<file path="src/fpg_pkg.sv">
`default_nettype none
package fpg_pkg;
   // APB register byte offsets.
   localparam logic [7:0] OFS_STAT = 8'h00;
   localparam logic [7:0] OFS_DIV = 8'h04;
   localparam logic [7:0] OFS_CFG = 8'h08;
   localparam logic [7:0] OFS_CMD = 8'h0c;
   localparam logic [7:0] OFS_PROT = 8'h10;
   localparam logic [7:0] OFS_OPT = 8'h14;
   // Printed addresses of the nonvolatile option bytes inside the array.
   localparam logic [15:0] ADDR_PROT_OPTION_BYTE = 16'hffbd;
   localparam logic [15:0] ADDR_OPTION_BYTE = 16'hffbf;
   // Status register fields.
   localparam int ST_CBEF = 7;
   localparam int ST_CCF = 6;
   localparam int ST_PVIOL = 5;
   localparam int ST_ACCERR = 4;
   // Divider register fields.
   localparam int DIV_LOADED = 7;
   localparam logic [7:0] DIV_RESET = 8'h00;
   // Config register fields.
   localparam int CFG_KEY_ACCESS_BIT = 5;
   // Protection byte fields.
   localparam int PROT_DIS = 0;
   localparam logic [8:0] PROT_LOW_ONES = 9'h1ff;
   // Option byte fields.
   localparam int OPT_KEY_ENABLE_BIT = 7;
   localparam int OPT_NORED = 6;
   localparam logic [1:0] SEC_OPEN = 2'b10;
   // Command codes.
   localparam logic [7:0] CMD_BLANK = 8'h05;
   localparam logic [7:0] CMD_BYTE = 8'h20;
   localparam logic [7:0] CMD_BURST = 8'h25;
   localparam logic [7:0] CMD_PAGE = 8'h40;
   localparam logic [7:0] CMD_MASS = 8'h41;
   // Memory map.
   localparam logic [15:0] FLASH_BASE = 16'he000;
   localparam logic [15:0] KEY_BASE = 16'hffb0;
   localparam logic [15:0] VEC_LO = 16'hffc0;
   localparam logic [15:0] VEC_HI = 16'hfffd;
   localparam int KEY_BYTES = 8;
   typedef enum logic [1:0] {SEQ_IDLE, SEQ_ADDR, SEQ_CMD} fpg_seq_e;
endpackage
`default_nettype wire

</file>
<file path="src/fpg_guard.sv">
// Contract
// - Access error stays set until written 1; no command processed while set.
// - Array write before first divider write sets access error.
// - Array write while command buffer not empty sets access error.
// - Second array write or command write before launch sets access error.
// - Non-command control write after array write sets access error.
// - Command code outside the five valid codes sets access error.
// - After command write, any write but launching status write sets access error.
// - Stop entry during program or erase aborts it and sets access error.
// - Secured debug writes of program or page erase codes set access error.
// - Writing 0 to buffer-empty flag mid-sequence cancels and sets access error.
// - Program and erase above last unprotected address are blocked.
// - Protection active only when the disable bit is 0.
// - Protection loaded from option byte; only debug writes change it.
// - Vectors redirected when allowed and partly protected; reset vector never.
// - Secured: insecure core writes ignored, debug writes pass; insecure or debug reads zero.
// - Security bits copied at reset; only 1:0 means unsecured.
// - Key enable bit 0 disables the backdoor unlock.
// - With key access set, key-location writes are key values.
// - Matching key on key access clear unsecures until reset.
// - Only secure code may enter the key; debug entry never unlocks.
// - Debug blank check finding flash erased unsecures until reset.
// - Command codes are 05, 20, 25, 40, 41; code is latched.
// - Writing 1 to buffer-empty flag launches latched command and clears flag.
//
// Register access over APB is this design's own decision.
`timescale 1ns/1ns
`default_nettype none
module fpg_guard (
   // Clock and reset
   input wire logic clk_sys,
   input wire logic nrst,
   // APB slave
   input wire logic psel,
   input wire logic penable,
   input wire logic pwrite,
   input wire logic [7:0] paddr,
   input wire logic [31:0] pwdata,
   input wire logic apb_from_debug,
   output logic [31:0] prdata,
   output logic pready,
   output logic pslverr,
   // Memory bus from core and debug controller
   input wire logic mem_wr,
   input wire logic mem_rd,
   input wire logic [15:0] mem_addr,
   input wire logic [7:0] mem_wdata,
   input wire logic mem_from_debug,
   input wire logic mem_from_secure,
   input wire logic [7:0] mem_rdata_raw,
   output logic [7:0] mem_rdata,
   output logic mem_rvalid,
   // Vector fetch
   input wire logic vec_req,
   input wire logic [15:0] vec_addr,
   output logic [15:0] vec_addr_out,
   // Nonvolatile copies
   input wire logic [7:0] nv_prot,
   input wire logic [7:0] nv_opt,
   input wire logic [63:0] nv_key,
   // Command sequencer
   input wire logic seq_done,
   input wire logic seq_blank_ok,
   input wire logic stop_entry,
   output logic seq_launch,
   output logic [7:0] seq_cmd,
   output logic [15:0] seq_addr,
   output logic [7:0] seq_data,
   output logic seq_abort,
   // Security state
   output logic secured
);
   logic rs1_ff, rst_n;
   always_ff @(posedge clk_sys or negedge nrst) begin
      if (!nrst) begin
         rs1_ff <= 1'b0;
         rst_n <= 1'b0;
      end else begin
         rs1_ff <= 1'b1;
         rst_n <= rs1_ff;
      end
   end

   fpg_pkg::fpg_seq_e seq_ff, nxt_seq;
   logic [7:0] stat_ff, nxt_stat, div_ff, nxt_div, cfg_ff, nxt_cfg, prot_ff, nxt_prot, opt_ff, nxt_opt;
   logic [7:0] cmd_ff, nxt_cmd, data_ff, nxt_data;
   logic [15:0] addr_ff, nxt_addr;
   logic cmd_dbg_ff, nxt_cmd_dbg, busy_ff, nxt_busy, unlock_ff, nxt_unlock, load_ff, nxt_load;
   logic [63:0] key_ff, nxt_key;
   logic [3:0] kidx_ff, nxt_kidx;
   logic kbad_ff, nxt_kbad;
   logic launch_ff, nxt_launch, abort_ff, nxt_abort;
   logic [31:0] prdata_ff, nxt_prdata;
   logic pready_ff, nxt_pready, pslverr_ff, nxt_pslverr;
   logic [7:0] mrd_ff, nxt_mrd;
   logic mrv_ff, nxt_mrv, sec_ff, nxt_sec;
   logic [15:0] vec_ff, nxt_vec;

   logic [15:0] last_open;
   logic prot_on, sec_now, blocked, key_hit, wr_acc, rd_setup, mapped, valid_code, code_denied, err_src;
   logic [7:0] wb;

   // Last unprotected address is the select bits with all lower bits forced to 1.
   assign last_open = {prot_ff[7:1], fpg_pkg::PROT_LOW_ONES};
   assign prot_on = !prot_ff[fpg_pkg::PROT_DIS];
   assign sec_now = (opt_ff[1:0] != fpg_pkg::SEC_OPEN) && !unlock_ff;
   assign blocked = sec_now && (mem_from_debug || !mem_from_secure);
   assign key_hit = cfg_ff[fpg_pkg::CFG_KEY_ACCESS_BIT] && (mem_addr >= fpg_pkg::KEY_BASE)
      && (mem_addr < fpg_pkg::KEY_BASE + 16'h0008);
   assign wr_acc = psel && penable && pwrite && pready_ff;
   assign rd_setup = psel && !penable;
   assign mapped = (paddr <= fpg_pkg::OFS_OPT) && (paddr[1:0] == 2'b00);
   assign wb = pwdata[7:0];
   assign valid_code = (wb == fpg_pkg::CMD_BLANK) || (wb == fpg_pkg::CMD_BYTE) || (wb == fpg_pkg::CMD_BURST)
      || (wb == fpg_pkg::CMD_PAGE) || (wb == fpg_pkg::CMD_MASS);
   assign code_denied = sec_now && apb_from_debug && ((wb == fpg_pkg::CMD_BYTE) || (wb == fpg_pkg::CMD_BURST)
      || (wb == fpg_pkg::CMD_PAGE));

   always_comb begin
      nxt_seq = seq_ff;
      nxt_stat = stat_ff;
      nxt_div = div_ff;
      nxt_cfg = cfg_ff;
      nxt_prot = prot_ff;
      nxt_opt = opt_ff;
      nxt_cmd = cmd_ff;
      nxt_data = data_ff;
      nxt_addr = addr_ff;
      nxt_cmd_dbg = cmd_dbg_ff;
      nxt_busy = busy_ff;
      nxt_unlock = unlock_ff;
      nxt_load = 1'b0;
      nxt_key = key_ff;
      nxt_kidx = kidx_ff;
      nxt_kbad = kbad_ff;
      nxt_launch = 1'b0;
      nxt_abort = 1'b0;
      err_src = 1'b0;
      // Option bytes are caught on the first edge after reset release.
      if (load_ff) begin
         nxt_prot = nv_prot;
         nxt_opt = nv_opt;
      end
      // Sequencer completion and stop entry.
      if (busy_ff && seq_done) begin
         nxt_busy = 1'b0;
         nxt_stat[fpg_pkg::ST_CCF] = 1'b1;
         nxt_stat[fpg_pkg::ST_CBEF] = 1'b1;
         if (seq_blank_ok && cmd_dbg_ff && cmd_ff == fpg_pkg::CMD_BLANK) begin
            nxt_unlock = 1'b1;
         end
      end
      if (busy_ff && stop_entry && cmd_ff != fpg_pkg::CMD_BLANK) begin
         nxt_busy = 1'b0;
         nxt_abort = 1'b1;
         err_src = 1'b1;
         nxt_stat[fpg_pkg::ST_CCF] = 1'b1;
         nxt_stat[fpg_pkg::ST_CBEF] = 1'b1;
      end
      // Array writes: key entry or first step of a command.
      if (mem_wr && key_hit) begin
         if (mem_from_debug || !mem_from_secure || kidx_ff >= 4'(fpg_pkg::KEY_BYTES)
            || mem_addr[2:0] != kidx_ff[2:0]) begin
            nxt_kbad = 1'b1;
         end else begin
            nxt_key[kidx_ff[2:0]*8 +: 8] = mem_wdata;
         end
         nxt_kidx = kidx_ff + 4'h1;
      end else if (mem_wr && (!blocked || mem_from_debug) && mem_addr >= fpg_pkg::FLASH_BASE
         && !stat_ff[fpg_pkg::ST_ACCERR]) begin
         if (!div_ff[fpg_pkg::DIV_LOADED] || !stat_ff[fpg_pkg::ST_CBEF] || seq_ff != fpg_pkg::SEQ_IDLE) begin
            err_src = 1'b1;
            nxt_seq = fpg_pkg::SEQ_IDLE;
         end else begin
            nxt_addr = mem_addr;
            nxt_data = mem_wdata;
            nxt_seq = fpg_pkg::SEQ_ADDR;
         end
      end
      // Register writes.
      if (wr_acc && mapped) begin
         case (paddr)
            fpg_pkg::OFS_STAT: begin
               if (wb[fpg_pkg::ST_ACCERR]) begin
                  nxt_stat[fpg_pkg::ST_ACCERR] = 1'b0;
               end
               if (wb[fpg_pkg::ST_PVIOL]) begin
                  nxt_stat[fpg_pkg::ST_PVIOL] = 1'b0;
               end
               if (seq_ff == fpg_pkg::SEQ_ADDR || (seq_ff == fpg_pkg::SEQ_CMD && !wb[fpg_pkg::ST_CBEF])) begin
                  err_src = 1'b1;
                  nxt_seq = fpg_pkg::SEQ_IDLE;
               end else if (seq_ff == fpg_pkg::SEQ_CMD && !stat_ff[fpg_pkg::ST_ACCERR]) begin
                  nxt_seq = fpg_pkg::SEQ_IDLE;
                  if (prot_on && ((cmd_ff == fpg_pkg::CMD_MASS) || (cmd_ff != fpg_pkg::CMD_BLANK
                     && addr_ff > last_open))) begin
                     nxt_stat[fpg_pkg::ST_PVIOL] = 1'b1;
                  end else begin
                     nxt_launch = 1'b1;
                     nxt_busy = 1'b1;
                     nxt_cmd_dbg = apb_from_debug;
                     nxt_stat[fpg_pkg::ST_CBEF] = 1'b0;
                     nxt_stat[fpg_pkg::ST_CCF] = 1'b0;
                  end
               end
            end
            fpg_pkg::OFS_CMD: begin
               if (seq_ff != fpg_pkg::SEQ_ADDR || !valid_code || code_denied) begin
                  err_src = 1'b1;
                  nxt_seq = fpg_pkg::SEQ_IDLE;
               end else begin
                  nxt_cmd = wb;
                  nxt_seq = fpg_pkg::SEQ_CMD;
               end
            end
            default: begin
               if (seq_ff != fpg_pkg::SEQ_IDLE) begin
                  err_src = 1'b1;
                  nxt_seq = fpg_pkg::SEQ_IDLE;
               end else if (paddr == fpg_pkg::OFS_DIV) begin
                  if (!div_ff[fpg_pkg::DIV_LOADED] && !stat_ff[fpg_pkg::ST_ACCERR]) begin
                     nxt_div = {1'b1, wb[6:0]};
                  end
               end else if (paddr == fpg_pkg::OFS_CFG) begin
                  nxt_cfg[fpg_pkg::CFG_KEY_ACCESS_BIT] = wb[fpg_pkg::CFG_KEY_ACCESS_BIT];
                  if (wb[fpg_pkg::CFG_KEY_ACCESS_BIT] && !cfg_ff[fpg_pkg::CFG_KEY_ACCESS_BIT]) begin
                     nxt_kidx = 4'h0;
                     nxt_kbad = 1'b0;
                  end
                  if (!wb[fpg_pkg::CFG_KEY_ACCESS_BIT] && cfg_ff[fpg_pkg::CFG_KEY_ACCESS_BIT] && opt_ff[fpg_pkg::OPT_KEY_ENABLE_BIT]
                     && !kbad_ff && kidx_ff == 4'(fpg_pkg::KEY_BYTES) && key_ff == nv_key) begin
                     nxt_unlock = 1'b1;
                  end
               end else if (paddr == fpg_pkg::OFS_PROT && apb_from_debug) begin
                  nxt_prot = wb;
               end
            end
         endcase
      end
      if (err_src) begin
         nxt_stat[fpg_pkg::ST_ACCERR] = 1'b1;
      end
   end

   always_ff @(posedge clk_sys or negedge rst_n) begin
      if (!rst_n) begin
         seq_ff <= fpg_pkg::SEQ_IDLE;
         stat_ff <= 8'hc0;
         div_ff <= fpg_pkg::DIV_RESET;
         cfg_ff <= 8'h00;
         prot_ff <= 8'hff;
         opt_ff <= 8'hff;
         cmd_ff <= 8'h00;
         data_ff <= 8'h00;
         addr_ff <= 16'h0000;
         cmd_dbg_ff <= 1'b0;
         busy_ff <= 1'b0;
         unlock_ff <= 1'b0;
         load_ff <= 1'b1;
         key_ff <= 64'h0;
         kidx_ff <= 4'h0;
         kbad_ff <= 1'b0;
         launch_ff <= 1'b0;
         abort_ff <= 1'b0;
      end else begin
         seq_ff <= nxt_seq;
         stat_ff <= nxt_stat;
         div_ff <= nxt_div;
         cfg_ff <= nxt_cfg;
         prot_ff <= nxt_prot;
         opt_ff <= nxt_opt;
         cmd_ff <= nxt_cmd;
         data_ff <= nxt_data;
         addr_ff <= nxt_addr;
         cmd_dbg_ff <= nxt_cmd_dbg;
         busy_ff <= nxt_busy;
         unlock_ff <= nxt_unlock;
         load_ff <= nxt_load;
         key_ff <= nxt_key;
         kidx_ff <= nxt_kidx;
         kbad_ff <= nxt_kbad;
         launch_ff <= nxt_launch;
         abort_ff <= nxt_abort;
      end
   end

   // Read data is prepared in the setup cycle so every answer comes with no wait state.
   always_comb begin
      nxt_pready = rd_setup;
      nxt_pslverr = rd_setup && !mapped;
      nxt_prdata = 32'h0;
      if (rd_setup && !pwrite) begin
         case (paddr)
            fpg_pkg::OFS_STAT: nxt_prdata = {24'h0, stat_ff};
            fpg_pkg::OFS_DIV: nxt_prdata = {24'h0, div_ff};
            fpg_pkg::OFS_CFG: nxt_prdata = {24'h0, cfg_ff};
            fpg_pkg::OFS_CMD: nxt_prdata = {24'h0, cmd_ff};
            fpg_pkg::OFS_PROT: nxt_prdata = {24'h0, prot_ff};
            fpg_pkg::OFS_OPT: nxt_prdata = {24'h0, opt_ff[7:2], sec_now ? opt_ff[1:0] : fpg_pkg::SEC_OPEN};
            default: nxt_prdata = 32'h0;
         endcase
      end
   end

   always_ff @(posedge clk_sys or negedge rst_n) begin
      if (!rst_n) begin
         prdata_ff <= 32'h0;
         pready_ff <= 1'b0;
         pslverr_ff <= 1'b0;
      end else begin
         prdata_ff <= nxt_prdata;
         pready_ff <= nxt_pready;
         pslverr_ff <= nxt_pslverr;
      end
   end

   // Memory read gating, vector redirection and the security output.
   always_comb begin
      nxt_mrv = mem_rd;
      nxt_mrd = (mem_rd && !blocked) ? mem_rdata_raw : 8'h00;
      nxt_sec = sec_now;
      nxt_vec = vec_ff;
      if (vec_req) begin
         nxt_vec = vec_addr;
         // Fully protected flash leaves no unprotected page to hold the copies.
         if (!opt_ff[fpg_pkg::OPT_NORED] && prot_on && last_open >= fpg_pkg::FLASH_BASE
            && vec_addr >= fpg_pkg::VEC_LO && vec_addr <= fpg_pkg::VEC_HI) begin
            nxt_vec = {last_open[15:6], vec_addr[5:0]};
         end
      end
   end

   always_ff @(posedge clk_sys or negedge rst_n) begin
      if (!rst_n) begin
         mrd_ff <= 8'h00;
         mrv_ff <= 1'b0;
         sec_ff <= 1'b1;
         vec_ff <= 16'h0000;
      end else begin
         mrd_ff <= nxt_mrd;
         mrv_ff <= nxt_mrv;
         sec_ff <= nxt_sec;
         vec_ff <= nxt_vec;
      end
   end

   assign prdata = prdata_ff;
   assign pready = pready_ff;
   assign pslverr = pslverr_ff;
   assign mem_rdata = mrd_ff;
   assign mem_rvalid = mrv_ff;
   assign vec_addr_out = vec_ff;
   assign seq_launch = launch_ff;
   assign seq_cmd = cmd_ff;
   assign seq_addr = addr_ff;
   assign seq_data = data_ff;
   assign seq_abort = abort_ff;
   assign secured = sec_ff;
endmodule
`default_nettype wire

</file>
<file path="config.mk">
export PLATFORM = sky130hd
export DESIGN_NAME = fpg_guard
export DESIGN_NICKNAME = d
export VERILOG_FILES = /design/src/fpg_pkg.sv /design/src/fpg_guard.sv
export SDC_FILE = /design/constraint.sdc
export NUM_CORES = 1
export LEC_CHECK = 0
export ABC_AREA = 1
export BUFFER_PORTS_ARGS = -buffer_cell sky130_fd_sc_hd__buf_2
export CORE_MARGIN = 2
export CORE_UTILIZATION = 40
export CTS_CLUSTER_DIAMETER = 100
export DETAILED_ROUTE_END_ITERATION = 12
export HOLD_SLACK_MARGIN = 0.05
export PLACE_DENSITY = 0.7
export RECOVER_POWER = 100
export SYNTH_ARGS = -nofsm -noshare
export SYNTH_HDL_FRONTEND = slang
export SYNTH_SLANG_ARGS = --single-unit
</file>
<file path="constraint.sdc">
create_clock -name clk_sys -period 6.2 [get_ports clk_sys]
set_input_delay 0.31 -clock clk_sys [delete_from_list [all_inputs] [get_ports clk_sys]]
set_output_delay 0.31 -clock clk_sys [all_outputs]
set_load 0.005 [all_outputs]
</file>
After elaboration in Yosys (flattened, before gate mapping) --
Index checks and enable logic that the tools add are counted.
Cells by class: add/subtract/negate cells 2, muxes and demuxes 77, eq/ne operators 20, magnitude comparators 9, shifts and indexed selects 2, bitwise gates (word level) 9, reductions and logical operators 87
Operator list (number):
- $bwmux 64 | 1
- $eq 64x64->1 | 1
- $ge 16x16->1 const B | 4
- $mux 8 | 8
- $shift 8x34->64 const A | 1
- $shiftx 8x34->64 | 1
- $pmux 8 s6 | 1
- $mux 1 | 41
- $logic_and 1x1->1 | 40
- $mux 4 | 9
- $neg 6->34 | 1
- $mux 32 | 1
- $eq 8x3->1 const B | 3
- $eq 8x7->1 const B | 3
- $mux 2 | 11
- $eq 8x4->1 const B | 2
- $eq 8x5->1 const B | 2
- $eq 8x6->1 const B | 2
- $gt 16x16->1 | 1
- $le 16x16->1 const B | 1
- $logic_not 1->1 | 16
- $logic_or 1x1->1 | 16
- $lt 16x16->1 const B | 1
- $mux 16 | 1
- other kinds (21) | 38
Storage, ports and cells: word-level logic and storage cells 235, input port bits 182, register bits after elaboration 200

Depth between registers and ports, before layout --
Gate-level depths: netlist of the first run.
depth after elaboration 15, depth in mapped cells 13, gate-level depth less buffers 12

Worst setup path after synthesis of the first run --
OpenSTA, ideal clock, no wires.
kind register -> register, start register kidx_ff[0], end register key_ff[10], data arrival time 2.112 ns, cell stages (with the launch flop) 12, data required time 6.074 ns, clock period less this slack 2.238 ns, path slack 3.962 ns, setup time 0.126 ns, cell sequence dfrtp_1 > inv_1 > buf_2 > ha_1 > ha_1 > inv_1 > clkbuf_1 > nand3_1 > nor2_2 > nand3_2 > nand2_1 > o21ai_0
On the way: longest elaborated chain between the ends 5
Ends and longest elaborated chain:
- start, declared | line fpg_guard.sv:90 | logic [3:0] kidx_ff, nxt_kidx;
- start signal, assigned | line fpg_guard.sv:280 | kidx_ff <= nxt_kidx;
- branches (longest 5 deep; another with $neg 6->34)
- end signal, assigned | line fpg_guard.sv:279 | key_ff <= nxt_key;
- end, declared | line fpg_guard.sv:89 | logic [63:0] key_ff, nxt_key;
Parallel ways; which one is timed is not known. A chain may end at the register's enable or synchronous reset.

Worst setup path after layout of the first run --
start register kidx_ff[0], end register key_ff[20]
Same word-level chain as after synthesis.

==> results.json, run 1 <==
{
  "grt_usage_pct": 21.8,
  "start_util_pct": 40.9,
  "dp_cells": 1768,
  "ys_ff_latch": 176,
  "maxCapViolations": 0,
  "critPathMaxStageDelay_ns": 0.85,
  "gp_congestion": 0.925,
  "grt_max_degree": 175,
  "syn_area_mm2": 0.00963,
  "wire_per_inst_um": 15.2,
  "slew_headroom_pct": 27.4,
  "path_class": "flop to flop",
  "cp_max_fo": 22,
  "synth_cell_types": 46,
  "synthSimpleGateAreaFrac_pct": 28.0,
  "post-cts-setup-buffers": 0,
  "coreArea_mm2": 0.0235,
  "pre_cts_ws_ns": 2.86,
  "clk_path_buf_depth": 2,
  "dr.max_layer_used": "met4",
  "finalWirelength_um": 27500,
  "h-tree-depth": 4,
  "via_per_inst": 4.82,
  "setup-violations-final": 0,
  "placed_cell_area_mm2": 0.0110,
  "layout-drive-gt1-share_pct": 19.2,
  "cts_sinks": 176,
  "seq_area_frac_synth_pct": 46.0,
  "hold_viol": 0,
  "worstMarginPinSlew_ns": 1.09,
  "overflow": 0,
  "slew_violations": 0,
  "ys.flop_type": "dfrtp_1",
  "worstPathRequired_ns": 6.52,
  "swShare_pct": 26.8,
  "outcome": "complete, no violations",
  "final_core_util_pct": 48.4,
  "final_cell_area_mm2": 0.0114,
  "num_vias": 8689,
  "grt_pass1_wl_um": 43700,
  "worstReg2RegEnd": "key_ff[20]",
  "die_area_mm2": 0.0253,
  "port_buffers": 227,
  "dp_hpwl_um": 21000,
  "antenna_cells": 0,
  "synth_top_family_by_area": "simple AND/OR/NAND/NOR gates",
  "pwr_density_cell_mw_per_mm2": 222,
  "path_common_cell": "inv_1",
  "finalSetupTns_ns": 0,
  "rows": 56,
  "vdd_drop_max_mv": 0.181,
  "dr.pass1.iters": 5,
  "finalNetCount": 1662,
  "hold_slack_ns": 0.0680,
  "period_share_pct": 65.0,
  "pwr-share-seq_pct": 47.5,
  "whs_endpoint": "pslverr",
  "cp-end-kind": "flop",
  "drt-met1-wl_um": 11900,
  "synth_compound_area_share_pct": 9.33,
  "p_switching_mw": 0.677,
  "power_mw": 2.53,
  "min_path_type": "input port to flop",
  "synthAdderAreaFrac_pct": 1.30,
  "worstReg2RegStart": "kidx_ff[0]",
  "ant_nets": 0,
  "wl_met3_um": 1600,
  "clk_latency_ns": 0.44,
  "synth-edff-count": 0,
  "cp-start-kind": "flop",
  "syn_avg_cell_area_um2": 7.71,
  "cell_internal_pwr_mw": 1.85,
  "arrival_ns": 4.35,
  "drc": 0,
  "path_clk_slew_ns": 0.08,
  "antenna_found_initial": 0,
  "die_x_um": 159,
  "layout_setup_ws_ns": 2.17,
  "die_height_um": 159,
  "rsz0062_at_grt": "no",
  "synthArstFlopShare_pct": 100,
  "synth_xor_area_share_pct": 3.09,
  "leakagePower_nw": 5.90,
  "route.met2.wl_um": 13100,
  "p_clk_share_pct": 43.6,
  "io_pins": 276,
  "synthCells": 1248,
  "fin_worst_skew_ns": 0.0124,
  "root_buffer": "clkbuf_16",
  "slowest_stage": "dfrtp_1",
  "r2r_slack_ns": 2.17,
  "cts_buffers": 17,
  "period_minus_slack_ns": 4.03,
  "p_comb_share_pct": 8.8,
  "reg2regPathDepth": 7,
  "cts_tree": "done",
  "hp-start": "penable",
  "drt_first_iter_violations": 668,
  "area_delta_synth_final_pct": 18.3,
  "fmax_mhz": 248,
  "cp_cell_sequence": "inv_1 > ha_1 > inv_1 > nor2_1 > nand3_1 > o21ai_0 > inv_1",
  "startpoint": "kidx_ff[0]",
  "muxShareOfSynthArea_pct": 1.40,
  "stdcell_count": 1802,
  "grt_pass1_vias": 8325,
  "holdPathStages": 2,
  "yosysWarnings": 0
}
[routing by layer]
layer,GRT usage [%],vias up
li1,-,4313
met1,28.2,4006
met2,37.0,324
met3,3.52,46
met4,7.98,0
met5,0,-
[cells in the mapped netlist (7+ instances only)]
cell        n  area share (%)
mux2_2     12             1.4
o21ai_2     7            0.64
a21oi_1    13            0.68
inv_2       7            0.27
dfstp_2    20             5.5
o21ai_1    34             1.8
ha_1       10             1.3
o211ai_1    7            0.55
buf_4      25             1.9
inv_1     184             7.2
nand2_1   379              15
clkbuf_1   12            0.47
nor2_1     88             3.4
xor2_1     10            0.91
nand3_1    50             2.6
o22ai_1    11            0.71
o21ai_0    80             4.2
nand2_2    11            0.71
dfrtp_1   156              41
nor3_1     32             1.7
nand4_1    16             1.0
xnor2_1    24             2.2
buf_2      12            0.62
[cells by family after synthesis]
kind of cell | after synthesis
compound gates | 162
xor+xnor | 34
fa+ha+maj | 10
buf+inv | 243
flops | 176
mux | 12
other cells | 2
simple gates | 609
[power groups by stage]
stage / combinational (mW) / sequential, mW / clock [mW]
2_1_floorplan: 0.109 / 1.24 / 0
3_3_place_gp: 0.225 / 1.22 / 0
3_5_place_dp: 0.228 / 1.22 / 0
4_1_cts: 0.230 / 1.20 / 1.12
5_1_grt: 0.252 / 1.21 / 1.17
6_report: 0.223 / 1.20 / 1.10
[worst max-delay path, delay by kind of cell, from the launching register on]
kind / cells / cell delay (ns)
AOI/OAI and AO/OA: 1 / 0.37
buffers and inverters: 3 / 0.82
adders and majority gates: 1 / 0.75
DFF: 1 / 0.85
and+or+nand+nor: 2 / 1.12
[cell usage in the layout (no fill, tap or decap), types with 4 or more instances in the layout]
cell type | netlist | layout
nand2_1 | 379 | 385
ha_1 | 10 | 10
dfrtp_1 | 156 | 155
buf_2 | 12 | 195
a41oi_1 | 4 | 4
xnor2_1 | 24 | 24
xor2_1 | 10 | 10
clkbuf_1 | 12 | 32
nand4_1 | 16 | 17
nand3_1 | 50 | 55
inv_2 | 7 | 4
a21oi_1 | 13 | 14
o211ai_1 | 7 | 7
o21ai_1 | 34 | 7
o22ai_1 | 11 | 11
inv_8 | 0 | 5
dfstp_2 | 20 | 18
clkbuf_16 | 0 | 17
inv_1 | 184 | 187
nand2_2 | 11 | 6
conb_1 | 2 | 26
nor2_1 | 88 | 93
mux2_2 | 12 | 12
nor3_1 | 32 | 34
o21ai_0 | 80 | 114
[layout make-up]
| class | count | area [um2] |
|---|---|---|
| Clock inverter | 15 | 173 |
| Clock buffer | 17 | 425 |
| Tap cell | 319 | 399 |
| Sequential cell | 176 | 4430 |
| Multi-Input combinational cell | 853 | 4100 |
| Fill cell | 2389 | 12200 |
| Inverter | 192 | 721 |
| Timing Repair Buffer | 230 | 1140 |
[worst max-delay path by stage]
| stage | end | slack [ns] | cells past startpoint |
|---|---|---|---|
| finish | key_ff[20] | 2.17 | 7 |
| global placement | key_ff[10] | 2.90 | 7 |
| floorplan | busy_ff | 0.97 | 0 |
| detailed placement | key_ff[15] | 2.86 | 7 |
| global route | key_ff[21] | 1.71 | 7 |
| CTS | key_ff[9] | 2.83 | 7 |
[sequential cells by signal (all words and copies together) (netlist names), 2 cells and up]
| signal | cells |
|---|---|
| prdata | 8 |
| key_ff | 64 |
| seq_ff | 2 |
| vec_addr_out | 16 |
| mem_rdata | 8 |
| seq_data | 8 |
| div_ff | 8 |
| kidx_ff | 4 |
| stat_ff | 4 |
| prot_ff | 8 |
| seq_cmd | 8 |
| opt_ff | 8 |
| seq_addr | 16 |
[repair_timing]
| action | in CTS | in global routing |
|---|---|---|
| resized for setup | 0 | 0 |
| hold endpoints to repair | 3 | 0 |
| hold buffers | 2 | 0 |
Power figures use the tool's default switching activity.
==> run 2, diff against run 1 <==
Settings changed: PLACE_DENSITY 0.7 to 0.73.
Clock period 6.2 ns to 3.5 ns, I/O delays scaled along.
==> results.json, run 2 (synthesis results as in run 1) <==
{
  "finalNetCount": 1726,
  "gp_congestion": 0.956,
  "path_delay_family": "simple AND/OR/NAND/NOR gates",
  "period_minus_slack_ns": 2.97,
  "min_path_type": "input port to flop",
  "cp-end-kind": "flop",
  "setup-violations-final": 0,
  "via_per_inst": 4.83,
  "cp_cell_sequence": "inv_1 > ha_1 > inv_1 > nor2_2 > nand3_1 > o21ai_0",
  "drc": 0,
  "post_cts_resized": 0,
  "critPathBufInv": 2,
  "h-tree-depth": 4,
  "antenna_cells": 0,
  "period_share_pct": 84.8,
  "outcome": "finished, violations left",
  "root_buffer": "clkbuf_16",
  "ant_nets": 0,
  "coreArea_mm2": 0.0235,
  "die_x_um": 159,
  "holdPathStages": 3,
  "reg2regPathDepth": 6,
  "finalWirelength_um": 28900,
  "hp-start": "apb_from_debug",
  "top_register": "key_ff",
  "dp_hpwl_um": 21200,
  "layout_common_cells": "385 x nand2_1, 189 x buf_2, 186 x inv_1, 156 x dfrtp_1, 112 x o21ai_0",
  "worstPathRequired_ns": 3.85,
  "cts_buffers": 17,
  "clk_path_buf_depth": 2,
  "cts_tree": "done",
  "overflow": 0,
  "path_common_cell": "inv_1",
  "start_util_pct": 40.9,
  "grt_pass1_vias": 8606,
  "leakagePower_nw": 6.17,
  "critPathMaxStageDelay_ns": 0.57,
  "slowest_stage": "ha_1",
  "wire_per_inst_um": 15.5,
  "layout-drive-gt1-share_pct": 18.4,
  "grt_usage_pct": 22.6,
  "largest_reg_flops": 64,
  "pwr_density_cell_mw_per_mm2": 381,
  "io_pins": 276,
  "port_buffers": 227,
  "rsz0062_at_grt": "no",
  "worstReg2RegStart": "kidx_ff[0]",
  "num_vias": 9004,
  "final_cell_area_mm2": 0.0121,
  "fin_worst_skew_ns": 0.0120,
  "hold_viol": 0,
  "rows": 56,
  "arrival_ns": 3.31,
  "fmax_mhz": 337,
  "area_delta_synth_final_pct": 25.3,
  "worstMarginPinSlew_ns": 1.90,
  "slew_headroom_pct": -26.9,
  "violations": "max-capacitance violations, max-slew violations",
  "whs_endpoint": "cmd_dbg_ff",
  "path_clk_slew_ns": 0.08,
  "slew_violations": 43,
  "die_height_um": 159,
  "dr.pass1.iters": 5,
  "grt_pass1_wl_um": 45300,
  "vdd_drop_max_mv": 0.262,
  "r2r_slack_ns": 0.53,
  "antenna_found_initial": 0,
  "n_fill_cell": 2275,
  "grt_max_degree": 57,
  "cp-start-kind": "flop",
  "clk_latency_ns": 0.44,
  "path_class": "flop to flop",
  "final_common_cell": "nand2_1",
  "drt_first_iter_violations": 696,
  "cp_max_fo": 15,
  "maxCapViolations": 1,
  "placed_cell_area_mm2": 0.0110,
  "worstReg2RegEnd": "key_ff[14]",
  "cts_sinks": 176,
  "finalSetupTns_ns": 0,
  "die_area_mm2": 0.0253
}
run 2: changes by cell type in the layout (fill, tap and decap cells not counted), sizes merged:
cell	before	now
clkinv	4	7
dlygate4sd3	2	62
buf	196	193
clkinvlp	3	2
clkbuf	49	56
inv	199	197
run 2: timing repair:
| action | 4_1_cts | 5_1_grt |
|---|---|---|
| endpoints found under the hold margin | 68 | 0 |
| buffers inserted | 0 | 0 |
| hold buffers | 62 | 0 |
run 2: final cells by class:
cell class	count	area, um2	share of cell area, %
sequential	176	4430	36.7
multi-input combinational	853	4120	34.2
timing repair buffer	294	1770	14.7
inverter	192	721	5.97
clock buffer	17	425	3.53
tap	319	399	3.31
clock inverter	15	198	1.64
run 2: worst min-delay path: cells and delay by family:
| family | cells | cell delay, ns |
|---|---|---|
| buffers and inverters | 1 | 0.15 |
| and+or+nand+nor | 2 | 0.14 |
run 2: through the flow:
stage / setup slack, ns / std cells / total power, mW / util, % / hold WS, ns
after detailed placement: 0.819 / 1772 / 2.58 / 46.7 / -0.0360
final: 0.532 / 1866 / 4.59 / 51.2 / 0.0740
after floorplan: 0.611 / 1272 / 2.38 / - / -0.121
after global routing: 0.313 / 1866 / 4.77 / 51.2 / 0.0719
after CTS: 0.806 / 1866 / 4.64 / 52.0 / 0.0514
after global placement: 0.897 / 1772 / 2.57 / 46.7 / -0.0397
run 2: power by group:
part	internal [mW]	switching, mW	total (mW)
Clock	1.04	0.972	2.01
Combinational	0.206	0.243	0.449
Sequential	2.09	0.0423	2.14
run 2: metal layers:
metal / routed length (um) / vias up / global-route usage (%)
li1: - / 4436 / -
met1: 11900 / 4129 / 28.4
met2: 14200 / 381 / 38.9
met3: 1980 / 58 / 3.93
met4: 798 / 0 / 8.51
met5: 0 / - / 0
run 2: how the worst max path moves through the flow:
stage	end	slack (ns)	cells past startpoint	start
floorplan	busy_ff	0.61	0	rst_n
global placement	seq_data[5]	0.90	8	opt_ff[1]
detailed placement	seq_data[6]	0.82	8	opt_ff[1]
CTS	seq_data[6]	0.81	8	opt_ff[1]
global route	key_ff[17]	0.31	7	kidx_ff[0]
finish	key_ff[14]	0.53	6	kidx_ff[0]
